**src/verilog/dgt_pkg.sv**
```systemverilog
// Constants, register map and types for the dual group timer unit
`default_nettype none
package dgt_pkg;
  // Timer slots in the counter and control arrays
  localparam int DGT_NUM_TIMERS = 5;
  localparam int DGT_AUX_A = 0;
  localparam int DGT_CORE = 1;
  localparam int DGT_AUX_B = 2;
  localparam int DGT_G2_AUX = 3;
  localparam int DGT_G2_CORE = 4;

  // Synchronised pin slots
  localparam int DGT_NUM_PINS = 7;
  localparam int DGT_P_CORE_IN = 0;
  localparam int DGT_P_CORE_DIR = 1;
  localparam int DGT_P_AUXB_IN = 2;
  localparam int DGT_P_G2AUX_IN = 3;
  localparam int DGT_P_G2AUX_DIR = 4;
  localparam int DGT_P_G2CORE_IN = 5;
  localparam int DGT_P_CAP = 6;

  // Byte offsets on the register bus
  localparam int DGT_ADDR_W = 7;
  localparam logic [6:0] DGT_CTL_BASE = 7'h00;
  localparam logic [6:0] DGT_CNT_BASE = 7'h20;
  localparam logic [6:0] DGT_CAP_REG = 7'h40;
  localparam logic [6:0] DGT_CAPCTL = 7'h44;
  localparam logic [6:0] DGT_STATUS = 7'h48;

  // Timer control word fields
  localparam int DGT_CF_MODE = 0;
  localparam int DGT_CF_PRE = 2;
  localparam int DGT_CF_RUN = 5;
  localparam int DGT_CF_DOWN = 6;
  localparam int DGT_CF_DIREXT = 7;
  localparam int DGT_CF_EDGE = 8;
  localparam int DGT_CF_GATE_HI = 10;
  localparam int DGT_CF_FUNC = 11;
  localparam int DGT_CF_RTRIG = 13;
  localparam int DGT_CF_LSRC = 15;

  // Auxiliary function codes
  localparam logic [1:0] DGT_FUNC_NORMAL = 2'h0;
  localparam logic [1:0] DGT_FUNC_RELOAD = 2'h1;
  localparam logic [1:0] DGT_FUNC_CAPTURE = 2'h2;

  // Reload trigger codes
  localparam logic [1:0] DGT_RT_INPUT = 2'h0;
  localparam logic [1:0] DGT_RT_LATCH_RISE = 2'h1;
  localparam logic [1:0] DGT_RT_LATCH_FALL = 2'h2;

  // Capture/reload control fields
  localparam int DGT_CC_PIN_EN = 0;
  localparam int DGT_CC_CIN_EN = 1;
  localparam int DGT_CC_CDIR_EN = 2;
  localparam int DGT_CC_CLEAR = 3;
  localparam int DGT_CC_RELOAD = 4;
  localparam int DGT_CC_EDGE = 5;

  // Base prescaler divisors in system clock cycles
  localparam logic [15:0] DGT_G1_DIV = 16'h0004;
  localparam logic [15:0] DGT_G2_DIV = 16'h0002;

  // Reset values
  localparam logic [15:0] DGT_CTL_RST = 16'h0000;
  localparam logic [15:0] DGT_CNT_RST = 16'h0000;
  localparam logic [7:0] DGT_CAPCTL_RST = 8'h00;

  typedef enum logic [1:0] {
    DGT_TIMER,
    DGT_GATED,
    DGT_COUNTER,
    DGT_INCR
  } dgt_mode_e;

  typedef struct packed {
    logic [6:0] s1;
    logic [6:0] s2;
    logic [6:0] s3;
    logic [15:0] pre_cnt;
    logic [4:0][15:0] cnt;
    logic [4:0][15:0] ctl;
    logic [15:0] cap_reg;
    logic [7:0] capctl;
    logic latch1;
    logic latch2;
    logic [4:0] flags;
    logic [4:0] wrap_ev;
    logic cmp_clk;
    logic ack;
    logic [31:0] rdata;
  } dgt_state_s;
endpackage : dgt_pkg
`default_nettype wire

```
**src/verilog/dgt_timer_unit.sv**
```systemverilog
// Dual group timer unit with Avalon-MM register slave
`default_nettype none
// Summary of operation
// - Five 16-bit timers in two groups
// - Group one modes: timer, gated, counter, incremental
// - Timer mode counts prescaled system clock
// - Counter mode counts input pin edges
// - Gated mode counts while gate level active
// - Group one ticks every four clocks minimum
// - Direction by software or direction pin
// - Incremental mode tracks quadrature A/B position
// - Core latch toggles on wrap, drives pin
// - Capture or reload auxiliary timer stops counting
// - Capture copies core value on input edge
// - Reload loads core on input or latch
// - Two reload auxiliaries alternate for PWM
// - Some auxiliary inputs have no pins
// - Group two ticks every two clocks minimum
// - Group two prescaled or external, direction selectable
// - Second core latch toggles, clocks aux, pin
// - Second core wrap clocks array, reloads
// - Capture pin latches second aux, optional clear
// - Core input or direction edges also capture
module dgt_timer_unit
  import dgt_pkg::*;
(
  input wire logic clk,
  input wire logic reset_n,
  input wire logic [6:0] avs_address,
  input wire logic avs_read,
  input wire logic avs_write,
  input wire logic [31:0] avs_writedata,
  input wire logic [3:0] avs_byteenable,
  output logic [31:0] avs_readdata,
  output logic avs_waitrequest,
  input wire logic core_timer_input,
  input wire logic core_timer_direction_input,
  input wire logic aux_b_input,
  input wire logic g2_aux_input,
  input wire logic g2_aux_direction,
  input wire logic g2_core_input,
  input wire logic capture_trigger_pin,
  output logic core_toggle_output_pin,
  output logic second_core_toggle_output_pin,
  output logic compare_array_clock,
  output logic [4:0] wrap_event,
  output logic [4:0] wrap_flags
);

  dgt_state_s q;
  dgt_state_s d;

  logic req;
  logic bus_we;
  logic [4:0] in_lvl;
  logic [4:0] in_rise;
  logic [4:0] in_fall;
  logic [4:0] dir_lvl;
  logic [4:0] dir_edge;
  logic [4:0] tick_v;
  logic [4:0] en_v;
  logic [4:0] down_v;
  logic [4:0] wrap_v;
  logic [4:0][15:0] nxt_v;
  logic [4:0] rel_v;
  logic [4:0] cap_v;
  logic l1_rise;
  logic l1_fall;
  logic l2_rise;
  logic l2_fall;
  logic cap2_v;
  logic [16:0] stp;

  function automatic logic [16:0] step16(input logic [15:0] v,
                                         input logic en,
                                         input logic down);
    logic [15:0] nv;
    logic w;
    nv = v;
    w = 1'b0;
    if (en) begin
      if (down) begin
        nv = v - 16'h0001;
        w = (v == 16'h0000);
      end else begin
        nv = v + 16'h0001;
        w = (v == 16'hFFFF);
      end
    end
    return {w, nv};
  endfunction : step16

  function automatic logic prescale_hit(input logic [15:0] pc,
                                        input logic [2:0] pre,
                                        input logic grp2);
    logic [15:0] base;
    base = grp2 ? DGT_G2_DIV : DGT_G1_DIV;
    return (pc & ((base << pre) - 16'h0001)) == 16'h0000;
  endfunction : prescale_hit

  function automatic logic edge_sel(input logic [1:0] sel,
                                    input logic rise,
                                    input logic fall);
    return (sel[0] & rise) | (sel[1] & fall);
  endfunction : edge_sel

  function automatic logic [15:0] be_merge(input logic [15:0] old,
                                           input logic [31:0] wd,
                                           input logic [3:0] be);
    return {be[1] ? wd[15:8] : old[15:8], be[0] ? wd[7:0] : old[7:0]};
  endfunction : be_merge

  // Waitrequest is released one cycle after the request is seen
  assign req = avs_read | avs_write;
  assign avs_waitrequest = req & ~q.ack;
  assign avs_readdata = q.rdata;
  assign core_toggle_output_pin = q.latch1;
  assign second_core_toggle_output_pin = q.latch2;
  assign compare_array_clock = q.cmp_clk;
  assign wrap_event = q.wrap_ev;
  assign wrap_flags = q.flags;

  always_comb begin
    d = q;
    bus_we = req & q.ack & avs_write;
    // Only the second stage and later feed any logic
    d.s1 = {capture_trigger_pin, g2_core_input, g2_aux_direction,
            g2_aux_input, aux_b_input, core_timer_direction_input,
            core_timer_input};
    d.s2 = q.s1;
    d.s3 = q.s2;
    d.pre_cnt = q.pre_cnt + 16'h0001;
    // Aux A input and direction, aux B and second core direction unwired
    in_lvl = {q.s2[DGT_P_G2CORE_IN], q.s2[DGT_P_G2AUX_IN],
              q.s2[DGT_P_AUXB_IN], q.s2[DGT_P_CORE_IN], 1'b0};
    in_rise = in_lvl & ~{q.s3[DGT_P_G2CORE_IN], q.s3[DGT_P_G2AUX_IN],
                         q.s3[DGT_P_AUXB_IN], q.s3[DGT_P_CORE_IN],
                         1'b0};
    in_fall = ~in_lvl & {q.s3[DGT_P_G2CORE_IN], q.s3[DGT_P_G2AUX_IN],
                         q.s3[DGT_P_AUXB_IN], q.s3[DGT_P_CORE_IN], 1'b0};
    dir_lvl = {1'b0, q.s2[DGT_P_G2AUX_DIR], 1'b0,
               q.s2[DGT_P_CORE_DIR], 1'b0};
    dir_edge = dir_lvl ^ {1'b0, q.s3[DGT_P_G2AUX_DIR], 1'b0,
                          q.s3[DGT_P_CORE_DIR], 1'b0};
    tick_v = '0;
    en_v = '0;
    down_v = '0;
    rel_v = '0;
    cap_v = '0;
    stp = '0;
    for (int i = 0; i < DGT_NUM_TIMERS; i++) begin
      tick_v[i] = prescale_hit(q.pre_cnt, q.ctl[i][DGT_CF_PRE +: 3],
                               i >= DGT_G2_AUX);
      down_v[i] = q.ctl[i][DGT_CF_DOWN] ^
                  (q.ctl[i][DGT_CF_DIREXT] & dir_lvl[i]);
      case (dgt_mode_e'(q.ctl[i][DGT_CF_MODE +: 2]))
        DGT_TIMER: begin
          en_v[i] = tick_v[i];
        end
        DGT_GATED: begin
          en_v[i] = tick_v[i] &
                    (in_lvl[i] == q.ctl[i][DGT_CF_GATE_HI]);
        end
        DGT_COUNTER: begin
          en_v[i] = edge_sel(q.ctl[i][DGT_CF_EDGE +: 2], in_rise[i],
                             in_fall[i]);
        end
        DGT_INCR: begin
          // Simultaneous A and B edges are an illegal sensor step
          if (i < DGT_G2_AUX) begin
            en_v[i] = (in_rise[i] | in_fall[i]) ^ dir_edge[i];
            down_v[i] = (in_rise[i] | in_fall[i]) ?
                        (in_lvl[i] == dir_lvl[i]) :
                        (in_lvl[i] != dir_lvl[i]);
          end
        end
        default: begin
          en_v[i] = 1'b0;
        end
      endcase
      en_v[i] = en_v[i] & q.ctl[i][DGT_CF_RUN];
    end
    // Latch edges are known in the wrap cycle so reloads lose no count
    stp = step16(q.cnt[DGT_CORE], en_v[DGT_CORE], down_v[DGT_CORE]);
    l1_rise = stp[16] & ~q.latch1;
    l1_fall = stp[16] & q.latch1;
    stp = step16(q.cnt[DGT_G2_CORE], en_v[DGT_G2_CORE],
                 down_v[DGT_G2_CORE]);
    l2_rise = stp[16] & ~q.latch2;
    l2_fall = stp[16] & q.latch2;
    for (int i = 0; i < DGT_NUM_TIMERS; i++) begin
      if (q.ctl[i][DGT_CF_LSRC] &&
          q.ctl[i][DGT_CF_MODE +: 2] == 2'(DGT_COUNTER)) begin
        if (i == DGT_AUX_A || i == DGT_AUX_B) begin
          en_v[i] = q.ctl[i][DGT_CF_RUN] &
                    edge_sel(q.ctl[i][DGT_CF_EDGE +: 2], l1_rise,
                             l1_fall);
        end else if (i == DGT_G2_AUX) begin
          en_v[i] = q.ctl[i][DGT_CF_RUN] &
                    edge_sel(q.ctl[i][DGT_CF_EDGE +: 2], l2_rise,
                             l2_fall);
        end
      end
      if ((i == DGT_AUX_A || i == DGT_AUX_B) &&
          q.ctl[i][DGT_CF_FUNC +: 2] != DGT_FUNC_NORMAL) begin
        en_v[i] = 1'b0;
        if (q.ctl[i][DGT_CF_FUNC +: 2] == DGT_FUNC_CAPTURE) begin
          cap_v[i] = edge_sel(q.ctl[i][DGT_CF_EDGE +: 2], in_rise[i],
                              in_fall[i]);
        end else if (q.ctl[i][DGT_CF_FUNC +: 2] == DGT_FUNC_RELOAD) begin
          case (q.ctl[i][DGT_CF_RTRIG +: 2])
            DGT_RT_INPUT: begin
              rel_v[i] = edge_sel(q.ctl[i][DGT_CF_EDGE +: 2], in_rise[i],
                                  in_fall[i]);
            end
            DGT_RT_LATCH_RISE: begin
              rel_v[i] = l1_rise;
            end
            DGT_RT_LATCH_FALL: begin
              rel_v[i] = l1_fall;
            end
            default: begin
              rel_v[i] = l1_rise | l1_fall;
            end
          endcase
        end
      end
    end
    for (int i = 0; i < DGT_NUM_TIMERS; i++) begin
      {wrap_v[i], nxt_v[i]} = step16(q.cnt[i], en_v[i], down_v[i]);
      d.cnt[i] = nxt_v[i];
    end
    d.latch1 = q.latch1 ^ wrap_v[DGT_CORE];
    d.latch2 = q.latch2 ^ wrap_v[DGT_G2_CORE];
    d.cmp_clk = wrap_v[DGT_G2_CORE];
    d.wrap_ev = wrap_v;
    // Aux B reload wins if both auxiliaries fire together
    for (int i = 0; i <= DGT_AUX_B; i += 2) begin
      if (cap_v[i]) begin
        d.cnt[i] = q.cnt[DGT_CORE];
      end
      if (rel_v[i]) begin
        d.cnt[DGT_CORE] = q.cnt[i];
      end
    end
    if (q.capctl[DGT_CC_RELOAD] && wrap_v[DGT_G2_CORE]) begin
      d.cnt[DGT_G2_CORE] = q.cap_reg;
    end
    cap2_v = (q.capctl[DGT_CC_PIN_EN] &
              edge_sel(q.capctl[DGT_CC_EDGE +: 2],
                       q.s2[DGT_P_CAP] & ~q.s3[DGT_P_CAP],
                       ~q.s2[DGT_P_CAP] & q.s3[DGT_P_CAP])) |
             (q.capctl[DGT_CC_CIN_EN] &
              (in_rise[DGT_CORE] | in_fall[DGT_CORE])) |
             (q.capctl[DGT_CC_CDIR_EN] & dir_edge[DGT_CORE]);
    if (cap2_v) begin
      d.cap_reg = q.cnt[DGT_G2_AUX];
      if (q.capctl[DGT_CC_CLEAR]) begin
        d.cnt[DGT_G2_AUX] = DGT_CNT_RST;
      end
    end
    // Bus access: read data staged in the first cycle, write in the second
    d.ack = req & ~q.ack;
    if (req && !q.ack) begin
      d.rdata = '0;
      for (int i = 0; i < DGT_NUM_TIMERS; i++) begin
        if (avs_address == DGT_CTL_BASE + 7'(i * 4)) begin
          d.rdata = {16'h0000, q.ctl[i]};
        end
        if (avs_address == DGT_CNT_BASE + 7'(i * 4)) begin
          d.rdata = {16'h0000, q.cnt[i]};
        end
      end
      if (avs_address == DGT_CAP_REG) begin
        d.rdata = {16'h0000, q.cap_reg};
      end
      if (avs_address == DGT_CAPCTL) begin
        d.rdata = {24'h000000, q.capctl};
      end
      if (avs_address == DGT_STATUS) begin
        d.rdata = {27'h0000000, q.flags};
      end
    end
    d.flags = q.flags;
    if (bus_we) begin
      // Software counter writes override hardware updates
      for (int i = 0; i < DGT_NUM_TIMERS; i++) begin
        if (avs_address == DGT_CTL_BASE + 7'(i * 4)) begin
          d.ctl[i] = be_merge(q.ctl[i], avs_writedata, avs_byteenable);
        end
        if (avs_address == DGT_CNT_BASE + 7'(i * 4)) begin
          d.cnt[i] = be_merge(q.cnt[i], avs_writedata, avs_byteenable);
        end
      end
      if (avs_address == DGT_CAP_REG) begin
        d.cap_reg = be_merge(q.cap_reg, avs_writedata, avs_byteenable);
      end
      if (avs_address == DGT_CAPCTL && avs_byteenable[0]) begin
        d.capctl = avs_writedata[7:0];
      end
      if (avs_address == DGT_STATUS && avs_byteenable[0]) begin
        d.flags = q.flags & ~avs_writedata[4:0];
      end
    end
    // A wrap in the clearing cycle is kept
    d.flags = d.flags | wrap_v;
  end

  always_ff @(posedge clk or negedge reset_n) begin
    if (!reset_n) begin
      q <= '0;
      q.ctl <= {DGT_NUM_TIMERS{DGT_CTL_RST}};
      q.cnt <= {DGT_NUM_TIMERS{DGT_CNT_RST}};
      q.capctl <= DGT_CAPCTL_RST;
    end else begin
      q <= d;
    end
  end
endmodule : dgt_timer_unit
`default_nettype wire

```
**config.mk**
```make
export PLATFORM = sky130hd
export DESIGN_NAME = dgt_timer_unit
export DESIGN_NICKNAME = d
export VERILOG_FILES = /design/src/verilog/dgt_pkg.sv /design/src/verilog/dgt_timer_unit.sv
export SDC_FILE = /design/constraint.sdc
export NUM_CORES = 1
export LEC_CHECK = 0
export BUFFER_PORTS_ARGS = -buffer_cell sky130_fd_sc_hd__buf_2
export CAP_MARGIN = 20
export CORE_ASPECT_RATIO = 1.75
export CORE_MARGIN = 4
export CORE_UTILIZATION = 52
export CTS_BUF_LIST = sky130_fd_sc_hd__clkbuf_8
export DETAILED_ROUTE_END_ITERATION = 7
export PLACE_DENSITY = 0.73
export REMOVE_ABC_BUFFERS = 1
export SYNTH_ARGS = -nofsm -noshare
export SYNTH_HDL_FRONTEND = slang
export SYNTH_SLANG_ARGS = --single-unit
```
**constraint.sdc**
```tcl
create_clock -name clk -period 3.9 [get_ports clk]
set_input_delay 0.39 -clock clk [delete_from_list [all_inputs] [get_ports clk]]
set_output_delay 0.39 -clock clk [all_outputs]
set_load 0.03 [all_outputs]
```
==> results of run 1 <==
flip-flops by register name (all words and copies together) (netlist names):
signal                         cells
avs_readdata                      16
compare_array_clock                1
core_toggle_output_pin             1
d                                 14
down_v                             1
q                                199
second_core_toggle_output_pin      1
wrap_event                         4
wrap_flags                         5
placed cells by master (no fill, tap or decap), types with 14 or more instances in the layout:
cell	synthesis	final
dfrtp_1	242	242
nand2_1	165	165
nor2_1	150	150
a21oi_1	147	143
o21ai_0	110	110
mux2_2	90	90
ha_1	80	79
buf_2	17	64
buf_4	43	56
xnor2_1	54	54
inv_1	50	53
mux2i_1	54	53
clkbuf_8	0	52
o22ai_1	45	45
nand3_1	37	37
a211oi_1	38	37
a31oi_1	36	35
a21o_1	32	32
nand2b_1	28	28
xor2_1	28	27
nand4_1	27	27
nor4_1	26	26
nor3_1	21	19
o211ai_1	16	16
conb_1	1	16
and3_1	15	15
nor2b_1	15	15
a22oi_1	15	15
o21ai_1	14	14
tightest hold or removal path, stage by stage:
cell     delay (ns)
buf_2          0.18
o22ai_1        0.13
nor2_1         0.07
kinds of logic (layout without fill, tap and decap cells):
logic type | Yosys count | count (layout)
adders and majority gates | 85 | 85
other | 1 | 17
and+or+nand+nor | 539 | 539
DFF | 242 | 242
muxes | 144 | 144
xor gates and xnor gates | 82 | 82
AOI/OAI and AO/OA | 594 | 594
buffers and inverters | 186 | 256
report_power, final:
group | internal (mW) | switching (mW)
registers | 2.76 | 0.492
clock network | 1.35 | 1.13
logic | 0.788 | 1.07
layer usage:
layer / vias up / part of all wire, % / track usage, %
met4: 0 / 9.5 / 25.5
met5: - / 0 / 0
met2: 948 / 48 / 54.3
li1: 7026 / - / -
met3: 307 / 8.0 / 5.40
met1: 7678 / 34 / 37.9
worst min path at each step:
stage	startpoint	end	slack (ns)	cells after the start
finish	avs_writedata[15]	q[69]	0.22	3
global route	avs_writedata[15]	q[133]	0.21	2
CTS	avs_writedata[15]	q[69]	0.19	3
detailed placement	d[259]	d[252]	0.34	0
global placement	d[258]	d[251]	0.33	0
floorplan	reset_n	avs_readdata[0]	0.09	0
final cells by class:
class / instances / area [um2] / share of cell area (%)
Clock buffer: 52 / 716 / 3.85
Antenna cell: 1 / 2.50 / 0.0134
Inverter: 52 / 195 / 1.05
Clock inverter: 19 / 163 / 0.874
Multi-Input combinational cell: 1460 / 10100 / 54.1
Timing Repair Buffer: 133 / 907 / 4.88
Tap cell: 400 / 500 / 2.69
Sequential cell: 242 / 6060 / 32.5
timing repair:
item                                    CTS  global route
hold buffers                              8             0
pin swaps                                 0             1
resized for setup                         1            12
endpoints found under the setup margin    1            22
hold endpoints to repair                 65             0
buffers inserted                          0             1
==> results.toml, run 1 <==
[critical_path]
r2r_cells = 17
rr_startpoint = "q[246]"
critPathMaxStageDelay_ns = 0.47
crit_cells = 17
worstPathArrival_ns = 4.21
critPathLaunch = "q[246]"
critical_path_buf_inv_count = 2
r2r_slack_ns = 0.20
path_class = "reg -> reg"
r2r_end = "q[179]"
slowest_stage = "a2111o_1"
critPathRequiredTime_ns = 4.41
cp-start-kind = "flop"
crit_fanout = 5
crit_family = "compound AO/OA/AOI/OAI gates"
path_cells = "inv_1 -> ha_1 -> xor2_2 -> xnor2_1 -> a31oi_4 -> inv_2 -> ha_1 -> a21o_1 -> a21oi_1 -> o21bai_1 -> a2111o_1 -> nand2_1 -> o21ai_1 -> a31oi_1 -> xnor2_1 -> a21oi_1 -> a31oi_1"
endpoint_kind = "flop"
endpoint = "q[179]"

[drt]
antenna_left = 0
num_vias = 16000
vias_per_cell = 6.77
drtIter0Drc = 1496
wl_per_cell_um = 25.4
wl_mm = 59.8
dr.pass1.iters = 7
drc_errors = 0

[timing]
drv_slew = 0
finalSetupTns_ns = 0
clock_skew_ns = 0.0265
setup_ws_ns = 0.196
maxSlewHeadroom_pct = 38.0
hold-worst-slack_ns = 0.218
tightest_slew_ns = 0.926
setup_viol = 0
period_needed_ns = 3.70
max_freq_mhz = 270
hold_viol = 0
layout_worst_path_cycle_share_pct = 95.0

[cts]
cts_tree = "done"
worstSkewPairLatency_ns = 0.60
clk_pin_slew_ns = 0.07
numCtsBuffers = 39
cts_htree_levels = 2
cts_sinks = 242
clock_path_buffers = 3
clk_root_buffer_cell = "clkbuf_8"

[cells_and_area]
syn_to_final_growth_pct = 9.98
final_cell_area_mm2 = 0.0186
drive_gt1_share_pct = 17.6
fillCellCount = 2824
fin_nets = 2067
fin_util_pct = 57.7
layout.cells.non_filler = 2359

[placement]
place_hpwl_mm = 43.8
gp_congestion = 0.994
pre_cts_ws_ns = -0.0288
io_buffers = 65
dpl.cell_count = 2277
dpl-instance-area_mm2 = 0.0176

[yosys]
post-synth-top-area-cell = "dfrtp_1"
async_reset_ff_share_pct = 100
synth_simple_gate_area_share_pct = 15.5
synth_common_cells = "242 x dfrtp_1, 165 x nand2_1, 150 x nor2_1"
synth_xor_area_share_pct = 4.25
ys_ff_latch = 242
synthCells = 1873
synth_edf_count = 0
ys_top_cells_by_area = "dfrtp_1 36%, mux2_2 6.0%, ha_1 5.9%, a21oi_1 4.3%, nand2_1 3.7%"
yosys_warnings = 0
synth.top_cell.area_share_pct = 35.8
synth-main-ff-cell = "dfrtp_1"
yosysSeqAreaShare_pct = 35.8
synth_compound_area_share_pct = 23.3
syn_area_mm2 = 0.0169
syn_area_per_cell_um2 = 9.03
synth_top_family_by_area = "compound AO/OA/AOI/OAI gates"
synthAdderAreaFrac_pct = 6.51
synth_cell_type_count = 94
synth_most_common_cell = "dfrtp_1"
muxShareOfSynthArea_pct = 9.19

[grt]
grt_overflow = 0
track_usage_pct = 33.1
grt_pass1_vias = 15700
grt_max_degree = 98
grt_pass1_wl_mm = 90.5
grt_antenna_before_repair = 1

[die]
die_y_um = 247
start_util_pct = 52.5
fp.dieArea_mm2 = 0.0356
io_pins = 100
die_x_um = 144
placementRows = 87
core_area_mm2 = 0.0322

[power_and_ir_drop]
p_leak_nw = 8.44
power_mw = 7.58
power_density_mw_per_mm2 = 407
vdd_drop_max_mv = 0.229

[status]
outcome = "completed"

[min_path]
hold_class = "in -> reg"

[job]
drv_cap = 0
No activity file was read; power rests on OpenSTA's default activity.
==> run 2: changes to the inputs <==
--- a/config.mk
+++ b/config.mk
@@ -12,6 +12,7 @@
 export CORE_UTILIZATION = 52
 export CTS_BUF_LIST = sky130_fd_sc_hd__clkbuf_8
 export DETAILED_ROUTE_END_ITERATION = 7
+export GPL_TIMING_DRIVEN = 0
 export PLACE_DENSITY = 0.73
 export REMOVE_ABC_BUFFERS = 1
 export SYNTH_ARGS = -nofsm -noshare
==> run 2 against run 1 <==
The flow now finishes with violations (negative setup slack). Register-to-register slack worse by 0.23 ns. Core utilization shrank 0.066 points. Global-route usage is 0.62 points higher. Sequential power barely moved. Sequential cell count stayed put. Clock skew is 0.013 ns lower. Final cell count down 1.3%. Clock-buffer cell count decreased by 8. Non-clock buffer count shrank 28. Combinational power about the same. Setup slack worse by 0.23 ns. Critical path depth stayed put. Critical path type unchanged. Largest cell class unchanged.
==> results.toml, run 2 (same netlist as run 1, synthesis figures left out) <==
[timing]
rsz0062_at_grt = "yes"
hold_viol = 0
tightest_slew_ns = 1.16
layout_worst_path_cycle_share_pct = 101
setup_ws_ns = -0.0354
period_needed_ns = 3.94
setup_viol = 1
max_freq_mhz = 254
drv_slew = 0
maxSlewHeadroom_pct = 22.3
clock_skew_ns = 0.0133
hold-worst-slack_ns = 0.206

[cells_and_area]
largest_register_ffs = 199
syn_to_final_growth_pct = 9.86
layout.cells.non_filler = 2329
fin_nets = 2041
mostFrequentLayoutCells = "241 x dfrtp_1, 163 x nand2_1, 148 x nor2_1"
drive_gt1_share_pct = 17.1
final_common_cell = "dfrtp_1"
top_register = "q"

[drt]
wl_met3_mm = 4.71
vias_per_cell = 6.88
drtIter0Drc = 1726
wl_met1_mm = 20.8
wl_per_cell_um = 26.1
wl_mm = 60.7
drc_errors = 0
wl_met2_mm = 28.7
num_vias = 16000
antenna_left = 0
dr.pass1.iters = 6
dr.max_layer_used = "met5"

[status]
outcome = "finished with violations"
violations = "negative setup slack"

[grt]
grt_overflow = 0
grt_pass1_vias = 16000
grt_max_degree = 91
track_usage_pct = 33.8
grt_pass1_wl_mm = 92.2
grt_antenna_before_repair = 3

[die]
io_pins = 100
placementRows = 87
die_y_um = 247
fp.dieArea_mm2 = 0.0356
start_util_pct = 52.5
die_x_um = 144
core_area_mm2 = 0.0322

[critical_path]
endpoint_kind = "flop"
slowest_stage = "a2111o_1"
worstPathArrival_ns = 4.40
critPathMaxStageDelay_ns = 0.50
path_cells = "ha_4 -> xor2_4 -> xnor2_2 -> a31oi_4 -> clkinvlp_4 -> buf_6 -> ha_4 -> a21o_1 -> a21oi_2 -> o21bai_1 -> a2111o_1 -> nand3_2 -> a211oi_2 -> nor3b_2 -> xnor2_1 -> a211oi_2 -> a21oi_1"
critPathRequiredTime_ns = 4.37
cp-start-kind = "flop"
crit_fanout = 5
path_class = "reg -> reg"

[placement]
place_hpwl_mm = 43.2
io_buffers = 65
pre_cts_ws_ns = -1.55
dpl.cell_count = 2230
gp_congestion = 0.984

[cts]
cts_htree_levels = 2
numCtsBuffers = 38
clock_path_buffers = 3
cts_tree = "done"
cts_sinks = 242
worstSkewPairLatency_ns = 0.59
clk_pin_slew_ns = 0.07
clk_root_buffer_cell = "clkbuf_8"

[power_and_ir_drop]
p_leak_nw = 8.28
vdd_drop_max_mv = 0.353
combinationalPowerShare_pct = 25.6
seqPwrFrac_pct = 44.6
intPower_mw = 4.64
clkPwrFrac_pct = 29.8
switching_share_pct = 36.3
power_density_mw_per_mm2 = 392
p_sw_mw = 2.64

[job]
drv_cap = 0

[min_path]
hold_class = "in -> reg"
## run 2: worst max-delay path, delay by kind of cell, from the launching register on
family	cells	cell delay, ns
xor gates and xnor gates	3	0.54
DFF	1	0.42
and+or+nand+nor	2	0.37
AOI/OAI and AO/OA	8	1.63
buffers and inverters	2	0.37
adders and majority gates	2	0.49
## run 2: metal layers
layer | vias up | GRT usage (%)
met4 | 2 | 27.8
met2 | 949 | 54.7
met1 | 7724 | 37.9
met3 | 350 | 6.31
li1 | 6993 | -
met5 | - | 0
## run 2: power by group through the flow
stage | registers [mW] | clock network, mW | logic, mW
floorplan | 3.07 | 0 | 1.29
global placement | 3.25 | 0 | 1.70
detailed placement | 3.25 | 0 | 1.77
CTS | 3.21 | 2.18 | 1.82
global route | 3.26 | 2.27 | 2.06
finish | 3.25 | 2.17 | 1.87
## run 2: stage by stage
step	util, %	setup TNS [ns]	instance area (um2)	power [mW]
6_report	57.7	-0.0354	18600	7.28
4_1_cts	57.1	0	18400	7.21
2_1_floorplan	-	-0.110	16200	4.36
3_3_place_gp	53.0	-574.34	17100	4.95
3_5_place_dp	53.6	-76.38	17300	5.03
5_1_grt	57.7	-0.411	18600	7.60
## run 2: layout make-up
cell class,instances,area (um2)
clock inverter,21,120
antenna,2,5.00
multi-input combinational,1463,10300
inverter,52,205
clock buffer,44,606
sequential,242,6060
timing repair buffer,105,766
fill,2821,13600
tap,400,500
## run 2: path summary, 6_finish.rpt
path / startpoint / end / slack, ns / depth (start not counted)
min in group asynchronous: reset_n / q[208] / 0.34 / 2
min: avs_writedata[15] / q[69] / 0.21 / 3
max in group asynchronous: reset_n / q[176] / 2.26 / 4
max: d[246] / q[181] / -0.04 / 17
max reg2reg: d[246] / q[181] / -0.04 / 17
min reg2reg: d[254] / d[247] / 0.35 / 0
## run 2: repair_timing
| item | 4_1_cts | 5_1_grt |
|---|---|---|
| gates cloned | 3 | 1 |
| buffers inserted | 12 | 8 |
| pin swaps | 8 | 21 |
| gates resized for setup | 34 | 23 |
| hold buffers | 8 | 0 |
| endpoints found under the hold margin | 83 | 0 |
| setup endpoints to repair | 70 | 37 |
==> run 3: changes to the inputs <==
--- a/config.mk
+++ b/config.mk
@@ -14,6 +14,7 @@
 export DETAILED_ROUTE_END_ITERATION = 7
 export GPL_TIMING_DRIVEN = 0
 export PLACE_DENSITY = 0.73
+export RECOVER_POWER = 100
 export REMOVE_ABC_BUFFERS = 1
 export SYNTH_ARGS = -nofsm -noshare
 export SYNTH_HDL_FRONTEND = slang
==> run 3 against run 2 <==
The flow finishes with violations (max-capacitance violations, max-slew violations, negative setup slack). First-iteration DRC count shrank 1.3%. Die area is the same. Sequential power about the same. Critical path depth stayed put. Critical path type unchanged. Core utilization down 0.23 points. Non-clock buffer count did not move.
==> results.toml, run 3 (same netlist as run 1, synthesis figures left out) <==
[cells_and_area]
fin_util_pct = 57.4
fillCellCount = 2839
multi_input_area_mm2 = 0.0103
drive_gt1_share_pct = 15.5
mostFrequentLayoutCells = "241 x dfrtp_1, 163 x nand2_1, 148 x nor2_1"
largest_register_ffs = 199
syn_to_final_growth_pct = 9.42
area.sequential_mm2 = 0.00606
final_common_cell = "dfrtp_1"
top_register = "q"
fin_nets = 2041
final_cell_area_mm2 = 0.0185

[cts]
worstSkewPairLatency_ns = 0.59
numCtsBuffers = 38
cts_htree_levels = 2
clock_path_buffers = 3
clk_pin_slew_ns = 0.06
cts_sinks = 242
cts_tree = "done"
clk_root_buffer_cell = "clkbuf_8"

[critical_path]
endpoint_kind = "flop"
crit_family = "compound AO/OA/AOI/OAI gates"
crit_fanout = 5
slowest_stage = "a2111o_1"
critPathRequiredTime_ns = 4.36
critPathMaxStageDelay_ns = 0.50
cp-start-kind = "flop"
critical_path_buf_inv_count = 2
path_class = "reg -> reg"
rr_startpoint = "d[246]"
critPathLaunch = "d[246]"
path_cells = "ha_4 -> xor2_4 -> xnor2_2 -> a31oi_4 -> clkinvlp_4 -> buf_6 -> ha_4 -> a21o_1 -> a21oi_2 -> o21bai_1 -> a2111o_1 -> nand3_2 -> a211oi_2 -> nor3b_2 -> xnor2_1 -> a211oi_2 -> a21oi_1"
worstPathArrival_ns = 4.40

[timing]
hold_viol = 0
maxSlewHeadroom_pct = -25.8
drv_slew = 78
layout_worst_path_cycle_share_pct = 101
max_freq_mhz = 254
setup_viol = 1
period_needed_ns = 3.93
clock_skew_ns = 0.0140
tightest_slew_ns = 1.89
rsz0062_at_grt = "yes"
setup_ws_ns = -0.0344
hold-worst-slack_ns = 0.205

[grt]
grt_antenna_before_repair = 3
grt_pass1_wl_mm = 92.2
grt_max_degree = 91
grt_overflow = 0
track_usage_pct = 33.8
grt_pass1_vias = 16000

[drt]
drc_errors = 0
drtIter0Drc = 1704
dr.pass1.iters = 6
antenna_left = 0
vias_per_cell = 6.88
num_vias = 16000
wl_mm = 60.7
wl_per_cell_um = 26.0

[die]
fp.dieArea_mm2 = 0.0356
io_pins = 100
die_y_um = 247
die_x_um = 144
start_util_pct = 52.5
placementRows = 87
core_area_mm2 = 0.0322

[placement]
dpl-instance-area_mm2 = 0.0173
io_buffers = 65
place_hpwl_mm = 43.2
gp_congestion = 0.984

[power_and_ir_drop]
power_mw = 7.26
power_density_mw_per_mm2 = 392
vdd_drop_max_mv = 0.352
p_leak_nw = 8.14

[status]
outcome = "finished with violations"
violations = "max-capacitance violations, max-slew violations, negative setup slack"

[min_path]
worstHoldStart = "avs_writedata[15]"
hold_class = "in -> reg"

[job]
drv_cap = 1
==> run 3: cell count changes in the layout (fill, tap and decap cells not counted), sizes merged <==
cell,before,now
buf,97,65
clkbuf,44,76
==> run 3: path summary, 6_finish.rpt <==
kind,endpoint,slack (ns),cells past startpoint
worst max-delay path,q[181],-0.03,17
worst min-delay path,q[69],0.20,3
worst max register to register,q[181],-0.03,17
worst min register to register,d[247],0.35,0
max in group asynchronous,q[180],0.62,4
min in group asynchronous,q[208],0.83,2
==> run 3: worst min-delay path, delay by kind of cell <==
kind | cells | cell delay (ns)
AO/OA/AOI/OAI | 1 | 0.12
buffers and inverters | 1 | 0.18
AND/OR/NAND/NOR | 1 | 0.06
==> run 3: area by class of cell <==
| class | instances | share of cell area [%] |
|---|---|---|
| flip-flops and latches | 242 | 32.7 |
| well taps | 400 | 2.70 |
| clock inverters | 21 | 0.649 |
| inverters | 52 | 1.11 |
| diodes | 2 | 0.0270 |
| clock buffers | 44 | 3.27 |
| repair buffers | 105 | 3.73 |
| multi-input cells | 1463 | 55.8 |
==> run 3: where the power goes <==
group / total, mW / leakage, nW / internal (mW) / switching (mW)
Clock: 2.16 / 0.423 / 1.09 / 1.07
Sequential: 3.25 / 3.13 / 2.76 / 0.488
Combinational: 1.85 / 4.59 / 0.779 / 1.08
Total: 7.26 / 8.14 / 4.63 / 2.63
==> run 3: per-stage QoR <==
step | std cells | worst slack [ns] | setup TNS, ns
6_report | 2329 | -0.0344 | -0.0344
5_1_grt | 2328 | -0.129 | -0.411
4_1_cts | 2318 | 0.00767 | 0
3_5_place_dp | 2230 | -1.55 | -76.38
3_3_place_gp | 2219 | -1.89 | -574.34
2_1_floorplan | 1754 | -0.0250 | -0.110
==> run 3: repair_timing <==
item / in CTS / in global routing
cloned: 3 / 1
setup endpoints to repair: 70 / 37
resized for setup: 34 / 23
endpoints found under the hold margin: 83 / 0
setup buffers: 12 / 8
pin swaps: 8 / 21
hold buffers: 8 / 0
==> run 3: routing by layer <==
layer	wire (um)	vias up	track usage [%]
li1	-	6989	-
met2	28600	960	54.7
met5	0	-	0
met1	20800	7734	37.9
met3	4830	332	6.31
met4	6430	0	27.8
